**src/shared/bopid_pkg.sv**
```systemverilog
// Constants, opcode classes and field layout for the byte-op instruction decoder
package bopid_pkg;

   // Field layout of a 16-bit instruction word
   localparam int WORD_W    = 16;
   localparam int FILE_MSB  = 7;
   localparam int DEST_BIT  = 9;
   localparam int ACC_BIT   = 8;
   localparam int BIT_MSB   = 11;
   localparam int BIT_LSB   = 9;
   localparam int LONG_MSB  = 11;
   localparam int BRA_MSB   = 10;
   localparam logic [3:0] SECOND_PREFIX = 4'hF;
   localparam logic [3:0] MOVE_PREFIX   = 4'hC;

   // Flag mask order {carry, digit carry, zero, overflow, negative}
   localparam logic [4:0] FLG_NONE = 5'h00;
   localparam logic [4:0] FLG_ALL  = 5'h1F;
   localparam logic [4:0] FLG_ZN   = 5'h05;
   localparam logic [4:0] FLG_CZN  = 5'h15;
   localparam logic [4:0] FLG_Z    = 5'h04;

   // Access-bank special addresses (arbitrary placement)
   localparam logic [7:0] TIMER0_ADDR   = 8'hD6;
   localparam logic [7:0] PORT_ADDR_LO  = 8'h80;
   localparam logic [7:0] PORT_ADDR_HI  = 8'h84;

   // Register port map
   localparam logic [1:0] REG_CTRL   = 2'h0;
   localparam logic [1:0] REG_STATUS = 2'h1;
   localparam logic [1:0] REG_LASTOP = 2'h2;
   localparam logic [7:0] CTRL_RESET = 8'h01;

   typedef enum logic [1:0] {
      ST_EXEC  = 2'h0,
      ST_WORD2 = 2'h1,
      ST_SKIP2 = 2'h2
   } bopid_state_e;

   typedef enum logic [5:0] {
      OP_NOP          = 6'h00, OP_ADD_W_TO_FILE     = 6'h01,
      OP_ADD_W_CARRY  = 6'h02, OP_AND_W_WITH_FILE   = 6'h03,
      OP_OR_W_FILE    = 6'h04, OP_XOR_W_WITH_FILE   = 6'h05,
      OP_COMPLEMENT   = 6'h06, OP_CLEAR_FILE        = 6'h07,
      OP_CMP_EQUAL    = 6'h08, OP_CMP_GREATER       = 6'h09,
      OP_CMP_LESS     = 6'h0A, OP_DECREMENT_FILE    = 6'h0B,
      OP_DEC_SKIP_Z   = 6'h0C, OP_DEC_SKIP_NZ       = 6'h0D,
      OP_INCREMENT    = 6'h0E, OP_INC_SKIP_Z        = 6'h0F,
      OP_INC_SKIP_NZ  = 6'h10, OP_MOVE_FILE         = 6'h11,
      OP_MOVE_F_TO_F  = 6'h12, OP_MOVE_W_TO_FILE    = 6'h13,
      OP_MULTIPLY     = 6'h14, OP_NEGATE_FILE       = 6'h15,
      OP_ROT_L_CARRY  = 6'h16, OP_ROT_L_PLAIN       = 6'h17,
      OP_ROT_R_CARRY  = 6'h18, OP_ROT_R_PLAIN       = 6'h19,
      OP_SET_FILE     = 6'h1A, OP_SUB_F_FROM_W_B    = 6'h1B,
      OP_SUB_W_FROM_F = 6'h1C, OP_SUB_W_FROM_F_B    = 6'h1D,
      OP_SWAP_NIBBLES = 6'h1E, OP_TEST_SKIP_ZERO    = 6'h1F,
      OP_BIT_MODIFY   = 6'h20, OP_BIT_TEST          = 6'h21,
      OP_LITERAL      = 6'h22, OP_ABSOLUTE_JUMP     = 6'h23,
      OP_CALL         = 6'h24, OP_RELATIVE_BRANCH   = 6'h25,
      OP_COND_BRANCH  = 6'h26, OP_REL_CALL          = 6'h27,
      OP_LOAD_POINTER = 6'h28, OP_OTHER             = 6'h29
   } bopid_op_e;

endpackage : bopid_pkg

```
**src/core/bopid_decoder.sv**
```systemverilog
// Instruction decoder for byte-oriented file operations and field formats
//
// Local design decisions: the register offsets and the plain strobed port.
`timescale 1ns/10ps
`default_nettype none
module bopid_decoder (
   input  wire logic        clk_sys,
   input  wire logic        resetn,
   input  wire logic        instr_valid,
   input  wire logic [15:0] instr_word,
   input  wire logic        dp_cond_true,
   input  wire logic [3:0]  bank_select_register,
   input  wire logic        prescaler_assigned,
   input  wire logic        tblwr_start,
   input  wire logic        tblwr_done,
   input  wire logic [1:0]  reg_addr,
   input  wire logic [7:0]  reg_wdata,
   input  wire logic        reg_wr,
   input  wire logic        reg_rd,
   output logic [7:0]       reg_rdata_r,
   output logic             dec_valid_r,
   output logic             nop_r,
   output bopid_pkg::bopid_op_e op_r,
   output logic             dest_file_r,
   output logic             bank_use_bsr_r,
   output logic [3:0]       bank_r,
   output logic [11:0]      file_addr_r,
   output logic [11:0]      dst_addr_r,
   output logic [2:0]       bit_pos_r,
   output logic [7:0]       literal_r,
   output logic [19:0]      target_r,
   output logic [10:0]      branch_off_r,
   output logic [4:0]       flag_upd_r,
   output logic             cond_op_r,
   output logic             jump_r,
   output logic             use_pin_level_r,
   output logic             clr_prescaler_r,
   output logic             tblwr_busy_r
);

   bopid_pkg::bopid_state_e state_r;
   bopid_pkg::bopid_state_e state_nxt;
   logic [15:0]             first_r;
   logic [15:0]             w_r;
   logic [7:0]              ctrl_r;
   logic                    flush_hold_r;
   logic                    flush_req;
   logic                    flush_skip;
   bopid_pkg::bopid_op_e    op_nxt;
   logic                    is_nop_nxt;
   logic                    wr_file;

   // Opcode class of one word; the second word of a pair is never decoded here
   function automatic bopid_pkg::bopid_op_e decode_op(input logic [15:0] w);
      bopid_pkg::bopid_op_e o;
      o = bopid_pkg::OP_OTHER;
      case (w[15:10])
         6'h09: o = bopid_pkg::OP_ADD_W_TO_FILE;
         6'h08: o = bopid_pkg::OP_ADD_W_CARRY;
         6'h05: o = bopid_pkg::OP_AND_W_WITH_FILE;
         6'h07: o = bopid_pkg::OP_COMPLEMENT;
         6'h04: o = bopid_pkg::OP_OR_W_FILE;
         6'h06: o = bopid_pkg::OP_XOR_W_WITH_FILE;
         6'h01: o = bopid_pkg::OP_DECREMENT_FILE;
         6'h0B: o = bopid_pkg::OP_DEC_SKIP_Z;
         6'h13: o = bopid_pkg::OP_DEC_SKIP_NZ;
         6'h0A: o = bopid_pkg::OP_INCREMENT;
         6'h0F: o = bopid_pkg::OP_INC_SKIP_Z;
         6'h12: o = bopid_pkg::OP_INC_SKIP_NZ;
         6'h14: o = bopid_pkg::OP_MOVE_FILE;
         6'h0D: o = bopid_pkg::OP_ROT_L_CARRY;
         6'h11: o = bopid_pkg::OP_ROT_L_PLAIN;
         6'h0C: o = bopid_pkg::OP_ROT_R_CARRY;
         6'h10: o = bopid_pkg::OP_ROT_R_PLAIN;
         6'h15: o = bopid_pkg::OP_SUB_F_FROM_W_B;
         6'h17: o = bopid_pkg::OP_SUB_W_FROM_F;
         6'h16: o = bopid_pkg::OP_SUB_W_FROM_F_B;
         6'h0E: o = bopid_pkg::OP_SWAP_NIBBLES;
         default: o = bopid_pkg::OP_OTHER;
      endcase
      case (w[15:9])
         7'h30: o = bopid_pkg::OP_CMP_LESS;
         7'h31: o = bopid_pkg::OP_CMP_EQUAL;
         7'h32: o = bopid_pkg::OP_CMP_GREATER;
         7'h33: o = bopid_pkg::OP_TEST_SKIP_ZERO;
         7'h34: o = bopid_pkg::OP_SET_FILE;
         7'h35: o = bopid_pkg::OP_CLEAR_FILE;
         7'h36: o = bopid_pkg::OP_NEGATE_FILE;
         7'h37: o = bopid_pkg::OP_MOVE_W_TO_FILE;
         7'h01: o = bopid_pkg::OP_MULTIPLY;
         7'h76: o = bopid_pkg::OP_CALL;
         default: ;
      endcase
      case (w[15:12])
         4'hC: o = bopid_pkg::OP_MOVE_F_TO_F;
         4'h7, 4'h8, 4'h9: o = bopid_pkg::OP_BIT_MODIFY;
         4'hA, 4'hB: o = bopid_pkg::OP_BIT_TEST;
         4'hD: o = w[11] ? bopid_pkg::OP_REL_CALL
                         : bopid_pkg::OP_RELATIVE_BRANCH;
         4'hF: o = bopid_pkg::OP_NOP;
         default: ;
      endcase
      if (w[15:11] == 5'h1C)
         o = bopid_pkg::OP_COND_BRANCH;
      if (w[15:8] == 8'hEF)
         o = bopid_pkg::OP_ABSOLUTE_JUMP;
      if (w[15:8] == 8'hEE)
         o = bopid_pkg::OP_LOAD_POINTER;
      if (w[15:11] == 5'h01 || w[15:8] == 8'h01)
         o = bopid_pkg::OP_LITERAL;
      if (w == 16'h0000)
         o = bopid_pkg::OP_NOP;
      return o;
   endfunction

   // Flags touched by each class
   function automatic logic [4:0] flags_of(input bopid_pkg::bopid_op_e o);
      case (o)
         bopid_pkg::OP_ADD_W_TO_FILE, bopid_pkg::OP_ADD_W_CARRY,
         bopid_pkg::OP_INCREMENT, bopid_pkg::OP_DECREMENT_FILE,
         bopid_pkg::OP_SUB_W_FROM_F, bopid_pkg::OP_SUB_W_FROM_F_B,
         bopid_pkg::OP_SUB_F_FROM_W_B,
         bopid_pkg::OP_NEGATE_FILE: return bopid_pkg::FLG_ALL;
         bopid_pkg::OP_AND_W_WITH_FILE, bopid_pkg::OP_OR_W_FILE,
         bopid_pkg::OP_XOR_W_WITH_FILE, bopid_pkg::OP_COMPLEMENT,
         bopid_pkg::OP_MOVE_FILE, bopid_pkg::OP_ROT_L_PLAIN,
         bopid_pkg::OP_ROT_R_PLAIN: return bopid_pkg::FLG_ZN;
         bopid_pkg::OP_ROT_L_CARRY,
         bopid_pkg::OP_ROT_R_CARRY: return bopid_pkg::FLG_CZN;
         bopid_pkg::OP_CLEAR_FILE: return bopid_pkg::FLG_Z;
         // everything else leaves the flag set alone
         default: return bopid_pkg::FLG_NONE;
      endcase
   endfunction

   // Classes whose result is conditional on the datapath
   function automatic logic is_cond(input bopid_pkg::bopid_op_e o);
      case (o)
         bopid_pkg::OP_CMP_EQUAL, bopid_pkg::OP_CMP_GREATER,
         bopid_pkg::OP_CMP_LESS, bopid_pkg::OP_TEST_SKIP_ZERO,
         bopid_pkg::OP_DEC_SKIP_Z, bopid_pkg::OP_DEC_SKIP_NZ,
         bopid_pkg::OP_INC_SKIP_Z, bopid_pkg::OP_INC_SKIP_NZ,
         bopid_pkg::OP_BIT_TEST, bopid_pkg::OP_COND_BRANCH: return 1'b1;
         default: return 1'b0;
      endcase
   endfunction

   // Classes carrying a destination bit
   function automatic logic has_dest(input bopid_pkg::bopid_op_e o);
      return (o >= bopid_pkg::OP_ADD_W_TO_FILE &&
              o <= bopid_pkg::OP_SWAP_NIBBLES &&
              o != bopid_pkg::OP_CLEAR_FILE && o != bopid_pkg::OP_CMP_EQUAL &&
              o != bopid_pkg::OP_CMP_GREATER && o != bopid_pkg::OP_CMP_LESS &&
              o != bopid_pkg::OP_MOVE_F_TO_F &&
              o != bopid_pkg::OP_MOVE_W_TO_FILE &&
              o != bopid_pkg::OP_MULTIPLY && o != bopid_pkg::OP_NEGATE_FILE &&
              o != bopid_pkg::OP_SET_FILE);
   endfunction

   // First word of a two-word pair
   function automatic logic is_pair(input logic [15:0] w);
      return (w[15:12] == bopid_pkg::MOVE_PREFIX) || (w[15:9] == 7'h76) ||
             (w[15:8] == 8'hEF) || (w[15:8] == 8'hEE);
   endfunction

   // Flush the word in flight after a jump or a true condition
   // extra no-op cycle
   assign flush_req  = flush_hold_r |
                       (dec_valid_r & ((cond_op_r & dp_cond_true) | jump_r));
   assign flush_skip = flush_req & (state_r == bopid_pkg::ST_EXEC);

   // Class of the word presented; disabled decode turns everything to no-op but the second word of a pair begun while enabled
   always_comb begin
      op_nxt     = decode_op(instr_word);
      is_nop_nxt = flush_req | ~ctrl_r[0] | (state_r == bopid_pkg::ST_SKIP2);
      if (is_nop_nxt)
         op_nxt = bopid_pkg::OP_NOP;
      if (state_r == bopid_pkg::ST_EXEC &&
          instr_word[15:12] == bopid_pkg::SECOND_PREFIX)
         op_nxt = bopid_pkg::OP_NOP;
      if (state_r == bopid_pkg::ST_WORD2)
         op_nxt = decode_op(first_r);
   end

   // Whether the result lands in a file register
   // destination select
   assign wr_file = has_dest(op_nxt) ? instr_word[bopid_pkg::DEST_BIT] :
                    (op_nxt == bopid_pkg::OP_CLEAR_FILE ||
                     op_nxt == bopid_pkg::OP_SET_FILE ||
                     op_nxt == bopid_pkg::OP_NEGATE_FILE ||
                     op_nxt == bopid_pkg::OP_MOVE_W_TO_FILE ||
                     op_nxt == bopid_pkg::OP_BIT_MODIFY);

   // Sequencing between single words, pairs and skipped pairs
   always_comb begin
      state_nxt = state_r;
      case (state_r)
         bopid_pkg::ST_EXEC: begin
            // skipped pair costs one more cycle
            if (instr_valid && flush_skip && is_pair(instr_word))
               state_nxt = bopid_pkg::ST_SKIP2;
            else if (instr_valid && !is_nop_nxt && is_pair(instr_word))
               state_nxt = bopid_pkg::ST_WORD2;
         end
         bopid_pkg::ST_WORD2,
         bopid_pkg::ST_SKIP2: begin
            if (instr_valid)
               state_nxt = bopid_pkg::ST_EXEC;
         end
         default: state_nxt = bopid_pkg::ST_EXEC;
      endcase
   end

   // State and pair latch
   always_ff @(posedge clk_sys) begin
      if (!resetn) begin
         state_r      <= bopid_pkg::ST_EXEC;
         first_r      <= 16'h0000;
         flush_hold_r <= 1'b0;
      end else begin
         state_r <= state_nxt;
         if (instr_valid && state_r == bopid_pkg::ST_EXEC)
            first_r <= instr_word;
         // A flush waits for the next real word if fetch stalls
         flush_hold_r <= flush_req & ~instr_valid;
      end
   end

   // Decoded fields, held until the next word is taken
   always_ff @(posedge clk_sys) begin
      if (!resetn) begin
         dec_valid_r     <= 1'b0;
         nop_r           <= 1'b1;
         op_r            <= bopid_pkg::OP_NOP;
         w_r             <= 16'h0000;
         dest_file_r     <= 1'b0;
         bank_use_bsr_r  <= 1'b0;
         bank_r          <= 4'h0;
         file_addr_r     <= 12'h000;
         dst_addr_r      <= 12'h000;
         bit_pos_r       <= 3'h0;
         literal_r       <= 8'h00;
         target_r        <= 20'h00000;
         branch_off_r    <= 11'h000;
         flag_upd_r      <= bopid_pkg::FLG_NONE;
         cond_op_r       <= 1'b0;
         jump_r          <= 1'b0;
         use_pin_level_r <= 1'b0;
         clr_prescaler_r <= 1'b0;
      end else begin
         // The pair's first word only latches; output waits for word two
         dec_valid_r <= instr_valid & (state_nxt != bopid_pkg::ST_WORD2);
         if (instr_valid) begin
            op_r        <= op_nxt;
            nop_r       <= (op_nxt == bopid_pkg::OP_NOP);
            w_r         <= instr_word;
            flag_upd_r  <= flags_of(op_nxt);
            cond_op_r   <= is_cond(op_nxt);
            jump_r      <= (op_nxt == bopid_pkg::OP_ABSOLUTE_JUMP) ||
                           (op_nxt == bopid_pkg::OP_CALL) ||
                           (op_nxt == bopid_pkg::OP_RELATIVE_BRANCH) ||
                           (op_nxt == bopid_pkg::OP_REL_CALL);
            dest_file_r <= wr_file;
            // access bank or bank select register
            bank_use_bsr_r <= instr_word[bopid_pkg::ACC_BIT];
            bank_r <= instr_word[bopid_pkg::ACC_BIT] ? bank_select_register
                                                     : 4'h0;
            file_addr_r <= {4'h0, instr_word[bopid_pkg::FILE_MSB:0]};
            bit_pos_r <= instr_word[bopid_pkg::BIT_MSB:bopid_pkg::BIT_LSB];
            literal_r <= instr_word[bopid_pkg::FILE_MSB:0];
            if (op_nxt == bopid_pkg::OP_COND_BRANCH)
               branch_off_r <= {{3{instr_word[bopid_pkg::FILE_MSB]}},
                                instr_word[bopid_pkg::FILE_MSB:0]};
            else
               branch_off_r <= instr_word[bopid_pkg::BRA_MSB:0];
            use_pin_level_r <= wr_file & ~instr_word[bopid_pkg::ACC_BIT] &
               (instr_word[bopid_pkg::FILE_MSB:0] >= bopid_pkg::PORT_ADDR_LO) &
               (instr_word[bopid_pkg::FILE_MSB:0] <= bopid_pkg::PORT_ADDR_HI);
            clr_prescaler_r <= wr_file & prescaler_assigned &
               ~instr_word[bopid_pkg::ACC_BIT] &
               (instr_word[bopid_pkg::FILE_MSB:0] == bopid_pkg::TIMER0_ADDR);
            if (state_r == bopid_pkg::ST_WORD2) begin
               dest_file_r     <= 1'b0;
               use_pin_level_r <= 1'b0;
               clr_prescaler_r <= 1'b0;
               bank_use_bsr_r  <= 1'b0;
               bank_r          <= 4'h0;
               file_addr_r <= first_r[bopid_pkg::LONG_MSB:0];
               dst_addr_r  <= instr_word[bopid_pkg::LONG_MSB:0];
               target_r <= {instr_word[bopid_pkg::LONG_MSB:0],
                            first_r[bopid_pkg::FILE_MSB:0]};
            end
         end
      end
   end

   // Table write holds until its own completion; start wins over done
   // write runs to completion
   always_ff @(posedge clk_sys) begin
      if (!resetn)
         tblwr_busy_r <= 1'b0;
      else if (tblwr_start)
         tblwr_busy_r <= 1'b1;
      else if (tblwr_done)
         tblwr_busy_r <= 1'b0;
   end

   // Control register: bit 0 enables decoding
   always_ff @(posedge clk_sys) begin
      if (!resetn)
         ctrl_r <= bopid_pkg::CTRL_RESET;
      else if (reg_wr && reg_addr == bopid_pkg::REG_CTRL)
         ctrl_r <= reg_wdata;
   end

   // Read data stands one cycle after the strobe, zero otherwise
   always_ff @(posedge clk_sys) begin
      if (!resetn)
         reg_rdata_r <= 8'h00;
      else if (!reg_rd)
         reg_rdata_r <= 8'h00;
      else begin
         case (reg_addr)
            bopid_pkg::REG_CTRL:   reg_rdata_r <= ctrl_r;
            bopid_pkg::REG_STATUS: reg_rdata_r <= {5'h00, tblwr_busy_r,
                                                   state_r};
            bopid_pkg::REG_LASTOP: reg_rdata_r <= {2'h0, op_r};
            default:               reg_rdata_r <= 8'h00;
         endcase
      end
   end
endmodule // bopid_decoder
`default_nettype wire

```
**config.mk**
```make
export PLATFORM = sky130hd
export DESIGN_NAME = bopid_decoder
export DESIGN_NICKNAME = d
export VERILOG_FILES = /design/src/shared/bopid_pkg.sv /design/src/core/bopid_decoder.sv
export SDC_FILE = /design/constraint.sdc
export NUM_CORES = 1
export LEC_CHECK = 0
export BUFFER_PORTS_ARGS = -buffer_cell sky130_fd_sc_hd__clkbuf_2
export CAP_MARGIN = 25
export CORE_ASPECT_RATIO = 1.4
export CORE_MARGIN = 2
export CORE_UTILIZATION = 50
export CTS_BUF_LIST = sky130_fd_sc_hd__clkbuf_8
export CTS_CLUSTER_SIZE = 24
export DETAILED_ROUTE_END_ITERATION = 6
export PLACE_DENSITY = 0.74
export SYNTH_ARGS = -nofsm -noshare
export SYNTH_HDL_FRONTEND = slang
export SYNTH_SLANG_ARGS = --single-unit
```
**constraint.sdc**
```tcl
create_clock -name clk_sys -period 6.8 [get_ports clk_sys]
set_clock_uncertainty 0.2 [all_clocks]
set_input_delay 2.04 -clock clk_sys [delete_from_list [all_inputs] [get_ports clk_sys]]
set_output_delay 2.04 -clock clk_sys [all_outputs]
set_load 0.01 [all_outputs]
```
==> run metrics <==
nets 955; count of final max-slew check failures 0; Boundary Pins 137; overall power after layout 1.43 mW; total number of clock tree sinks 110; cell types occupying the most area after synthesis sky130_fd_sc_hd__dfxtp_1, sky130_fd_sc_hd__mux2i_1, sky130_fd_sc_hd__nand2_1, sky130_fd_sc_hd__a21oi_1, sky130_fd_sc_hd__ha_1; number of buffer cells added on primary ports 136; WL/cell 17.3 um; number of max-cap violations 0; required time of the worst setup path 6.92 ns; core occupancy in the finished layout 0.564; Die Height 139 um; crit-path max FO 28; fraction of layout instances using a drive strength above 1 0.206; # setup viols final 0; cell internal pwr 953 uW; clock tree from TritonCTS done; Hold Path Class flip-flop to flip-flop; Final TNS setup 0 ns; number of placed instances with taps included 1034; detailed-route via count 6293; worst path arrival time 5.88 ns; fraction of power consumed by combinational cells 0.232; switching power as a share of total power 0.332; router iterations before antenna repair 6; number of diodes added for antenna fixing 0; number of gates resized after cts 0; number of non-filler instances in the completed layout 1050; type of element launching the critical path input pin; Post-Synthesis Cells 817; synthesized cell area 6480 um2; buffer cell driving the clock tree root sky130_fd_sc_hd__clkbuf_8; remaining max-slew budget at the tightest pin 0.427; initial drt markers 424; cell chain of the critical path clkbuf_2, nand2b_1, or3_1, nand2_1, and3b_1, o22ai_1, inv_1, ha_1, or2_2, nor2b_1, a221oi_1, o311a_1, o31ai_1, o211a_1, o21ai_1; relative contribution of sequential cells to total power 0.495; count of distinct cell types in the synthesized netlist 80; H-tree levels 3; deepest clock path buffer count 2; number of buffer and inverter stages on the critical path 2; RSZ-0062 raised after global routing false; top achievable clock speed 174 MHz; flip-flop and latch count after synthesis 110; cell with the biggest individual delay on the critical path sky130_fd_sc_hd__o22ai_1; cell type with the largest total area after synthesis sky130_fd_sc_hd__dfxtp_1; average cell area after synthesis 7.93 um2; asr flop ratio synth 0; crit-path leading delay family simple AND/OR/NAND/NOR gates; first-pass GRT wire length 29200 um; CTS Buf Count 9; areal power density over the cells 198 nW/um2; fraction of the yosys area taken by sequential cells 0.340; worst-case vdd ir drop 0.0000884 V; worst slew pin tran 0.848 ns; highest cell delay on the worst timing path 0.53 ns; total stage count of the critical path 15; vias in the first global route 5648; startpoint of the worst-slack reg-to-reg timing path state_r[1]; Via density 5.99; FF-to-FF path depth 16; Hold Crit Depth 2; antenna violations before repair 0; worst reg2reg endpoint dest_file_r; antenna violation net count after detailed routing 0; run status finished clean; prevailing post-synth register cell sky130_fd_sc_hd__dfxtp_1; relative contribution of the clock network to total power 0.273; setup slack of the worst register-to-register path 2.43 ns; die width 100 um; total length of routed wires 18200 um; total net switching power 475 uW; Final Critical Period 5.76 ns; buffer count from post-CTS setup fixing 0; overall track demand over capacity in global routing 0.258; total number of yosys warnings 0; largest net degree at the start of global routing 79; Initial Util 0.508; static leakage power 3.01 nW; type of element capturing the critical path flip-flop; clock insertion delay at the later pin of the skew report 0.38 ns; syn_nets 880; type of the setup path with the least slack input pin to flip-flop; Die Area 13900 um2; Area Overhead vs Synth 11.0%; global placement routability congestion 0.955; number of hold violations in the final report 0; HPWL after DPL 13000 um; hold wc startpoint flag_upd_r[2]; hold worst-path end flag_upd_r[2]; Core Box Area 12800 um2; post-route fraction of the period consumed by the critical path 0.847; EDFF count, synth 0; number of buffers inserted by hold repair at cts 0; total DRC errors in the routed layout 0; Site Rows 49; area share of the largest cell type after synthesis 0.340; aggregate global routing overflow 0; clock input transition at the sequential cells of the worst setup and hold paths 0.10 ns
## worst max-delay path by stage
stage,from,end
after floorplan,instr_word[10],clr_prescaler_r
after global placement,instr_word[10],dest_file_r
after detailed placement,instr_word[11],dest_file_r
after CTS,instr_word[11],dest_file_r
after global routing,instr_word[13],clr_prescaler_r
final,instr_word[13],dest_file_r
## cell type report
class | count | area, um2
clock inverter | 6 | 53.8
clock buffer | 10 | 138
sequential | 110 | 2200
fill | 1251 | 5560
multi-input combinational | 601 | 3770
inverter | 26 | 97.6
timing repair buffer | 144 | 741
tap | 153 | 191
## worst register-to-register path: stages (launching register included)
cell	delay, ns
sky130_fd_sc_hd__dfxtp_1	0.47
sky130_fd_sc_hd__inv_1	0.10
sky130_fd_sc_hd__ha_1	0.18
sky130_fd_sc_hd__buf_4	0.22
sky130_fd_sc_hd__a311oi_1	0.37
sky130_fd_sc_hd__and3_1	0.24
sky130_fd_sc_hd__o21ai_0	0.09
sky130_fd_sc_hd__o22ai_1	0.52
sky130_fd_sc_hd__inv_1	0.21
sky130_fd_sc_hd__ha_1	0.35
sky130_fd_sc_hd__or2_2	0.33
sky130_fd_sc_hd__nor2b_1	0.14
sky130_fd_sc_hd__a221oi_1	0.27
sky130_fd_sc_hd__o311a_1	0.18
sky130_fd_sc_hd__o31ai_1	0.06
sky130_fd_sc_hd__o211a_1	0.25
sky130_fd_sc_hd__o21ai_1	0.12
## layout by cell type, fill, tap and decap left out, types with 8 or more instances in the layout
master,Yosys,layout
sky130_fd_sc_hd__nor2_1,80,80
sky130_fd_sc_hd__inv_1,23,23
sky130_fd_sc_hd__dfxtp_1,110,110
sky130_fd_sc_hd__clkbuf_2,0,136
sky130_fd_sc_hd__o211ai_1,8,8
sky130_fd_sc_hd__and3_1,10,10
sky130_fd_sc_hd__a21oi_1,77,77
sky130_fd_sc_hd__buf_4,22,8
sky130_fd_sc_hd__o21ai_0,28,28
sky130_fd_sc_hd__a211oi_1,16,16
sky130_fd_sc_hd__clkbuf_8,0,10
sky130_fd_sc_hd__nor3b_1,8,8
sky130_fd_sc_hd__nor3_1,12,12
sky130_fd_sc_hd__mux2i_1,45,45
sky130_fd_sc_hd__nand3_1,20,20
sky130_fd_sc_hd__nand2_1,104,104
sky130_fd_sc_hd__ha_1,24,24
sky130_fd_sc_hd__nand2b_1,21,21
sky130_fd_sc_hd__nor2b_1,11,11
## flip-flops by register name (all words and copies together), names as in the netlist, 6 cells and up, named ones only
register and cells:
ctrl_r 8, dst_addr_r 12, file_addr_r 12, first_r 16, literal_r 7, op_r 6
reg_rdata_r 8, target_r 8
## stage by stage
step	area, um2	setup WS, ns	hold WS, ns
2_1_floorplan	6480	1.18	0.252
3_3_place_gp	7000	0.826	0.235
3_5_place_dp	7000	0.718	0.235
4_1_cts	7190	1.11	0.251
5_1_grt	7190	0.718	0.285
6_report	7190	1.04	0.248
## logic make-up (layout without fill, tap and decap cells)
group / after synthesis / in the layout / share of synthesized area
and+or+nand+nor: 321 / 321 / 0.249
AOI/OAI and AO/OA: 205 / 205 / 0.207
DFF: 110 / 110 / 0.340
buffers and inverters: 106 / 186 / 0.0786
muxes: 48 / 48 / 0.0747
adders and majority gates: 24 / 24 / 0.0463
xor gates and xnor gates: 3 / 3 / 0.00405
## synth_stat cells, types with 4 or more instances
cell	count
sky130_fd_sc_hd__nor2_1	80
sky130_fd_sc_hd__nor3b_1	8
sky130_fd_sc_hd__and3_1	10
sky130_fd_sc_hd__o21ai_1	6
sky130_fd_sc_hd__a21o_1	4
sky130_fd_sc_hd__mux2i_1	45
sky130_fd_sc_hd__nand4_1	5
sky130_fd_sc_hd__or2_2	6
sky130_fd_sc_hd__nor4b_1	4
sky130_fd_sc_hd__a22oi_1	4
sky130_fd_sc_hd__and2_1	5
sky130_fd_sc_hd__buf_1	5
sky130_fd_sc_hd__a21oi_1	77
sky130_fd_sc_hd__dfxtp_1	110
sky130_fd_sc_hd__nand2b_1	21
sky130_fd_sc_hd__nand3b_1	5
sky130_fd_sc_hd__o31ai_1	4
sky130_fd_sc_hd__buf_4	22
sky130_fd_sc_hd__nor3_1	12
sky130_fd_sc_hd__a211oi_1	16
sky130_fd_sc_hd__o211ai_1	8
sky130_fd_sc_hd__nand3_1	20
sky130_fd_sc_hd__a31oi_1	5
sky130_fd_sc_hd__nor2b_1	11
sky130_fd_sc_hd__inv_1	23
sky130_fd_sc_hd__clkbuf_1	40
sky130_fd_sc_hd__buf_2	11
sky130_fd_sc_hd__a32o_1	4
sky130_fd_sc_hd__nor4_1	6
sky130_fd_sc_hd__ha_1	24
sky130_fd_sc_hd__a311oi_1	4
sky130_fd_sc_hd__o21ai_0	28
sky130_fd_sc_hd__nand2_1	104
## routing by layer
layer | vias up | wire (um) | global-route usage
li1 | 3037 | - | -
met1 | 2936 | 7400 | 0.333
met2 | 283 | 9100 | 0.439
met3 | 37 | 1170 | 0.0313
met4 | 0 | 497 | 0.0952
met5 | - | 0 | 0
## power by group through the flow
stage	Combinational, mW	Sequential [mW]	Clock, mW
3_5_place_dp	0.325	0.722	0
6_report	0.331	0.707	0.389
4_1_cts	0.327	0.707	0.393
3_3_place_gp	0.324	0.721	0
2_1_floorplan	0.235	0.717	0
5_1_grt	0.364	0.711	0.420
Note: power is estimated with default switching activity, not from simulation.
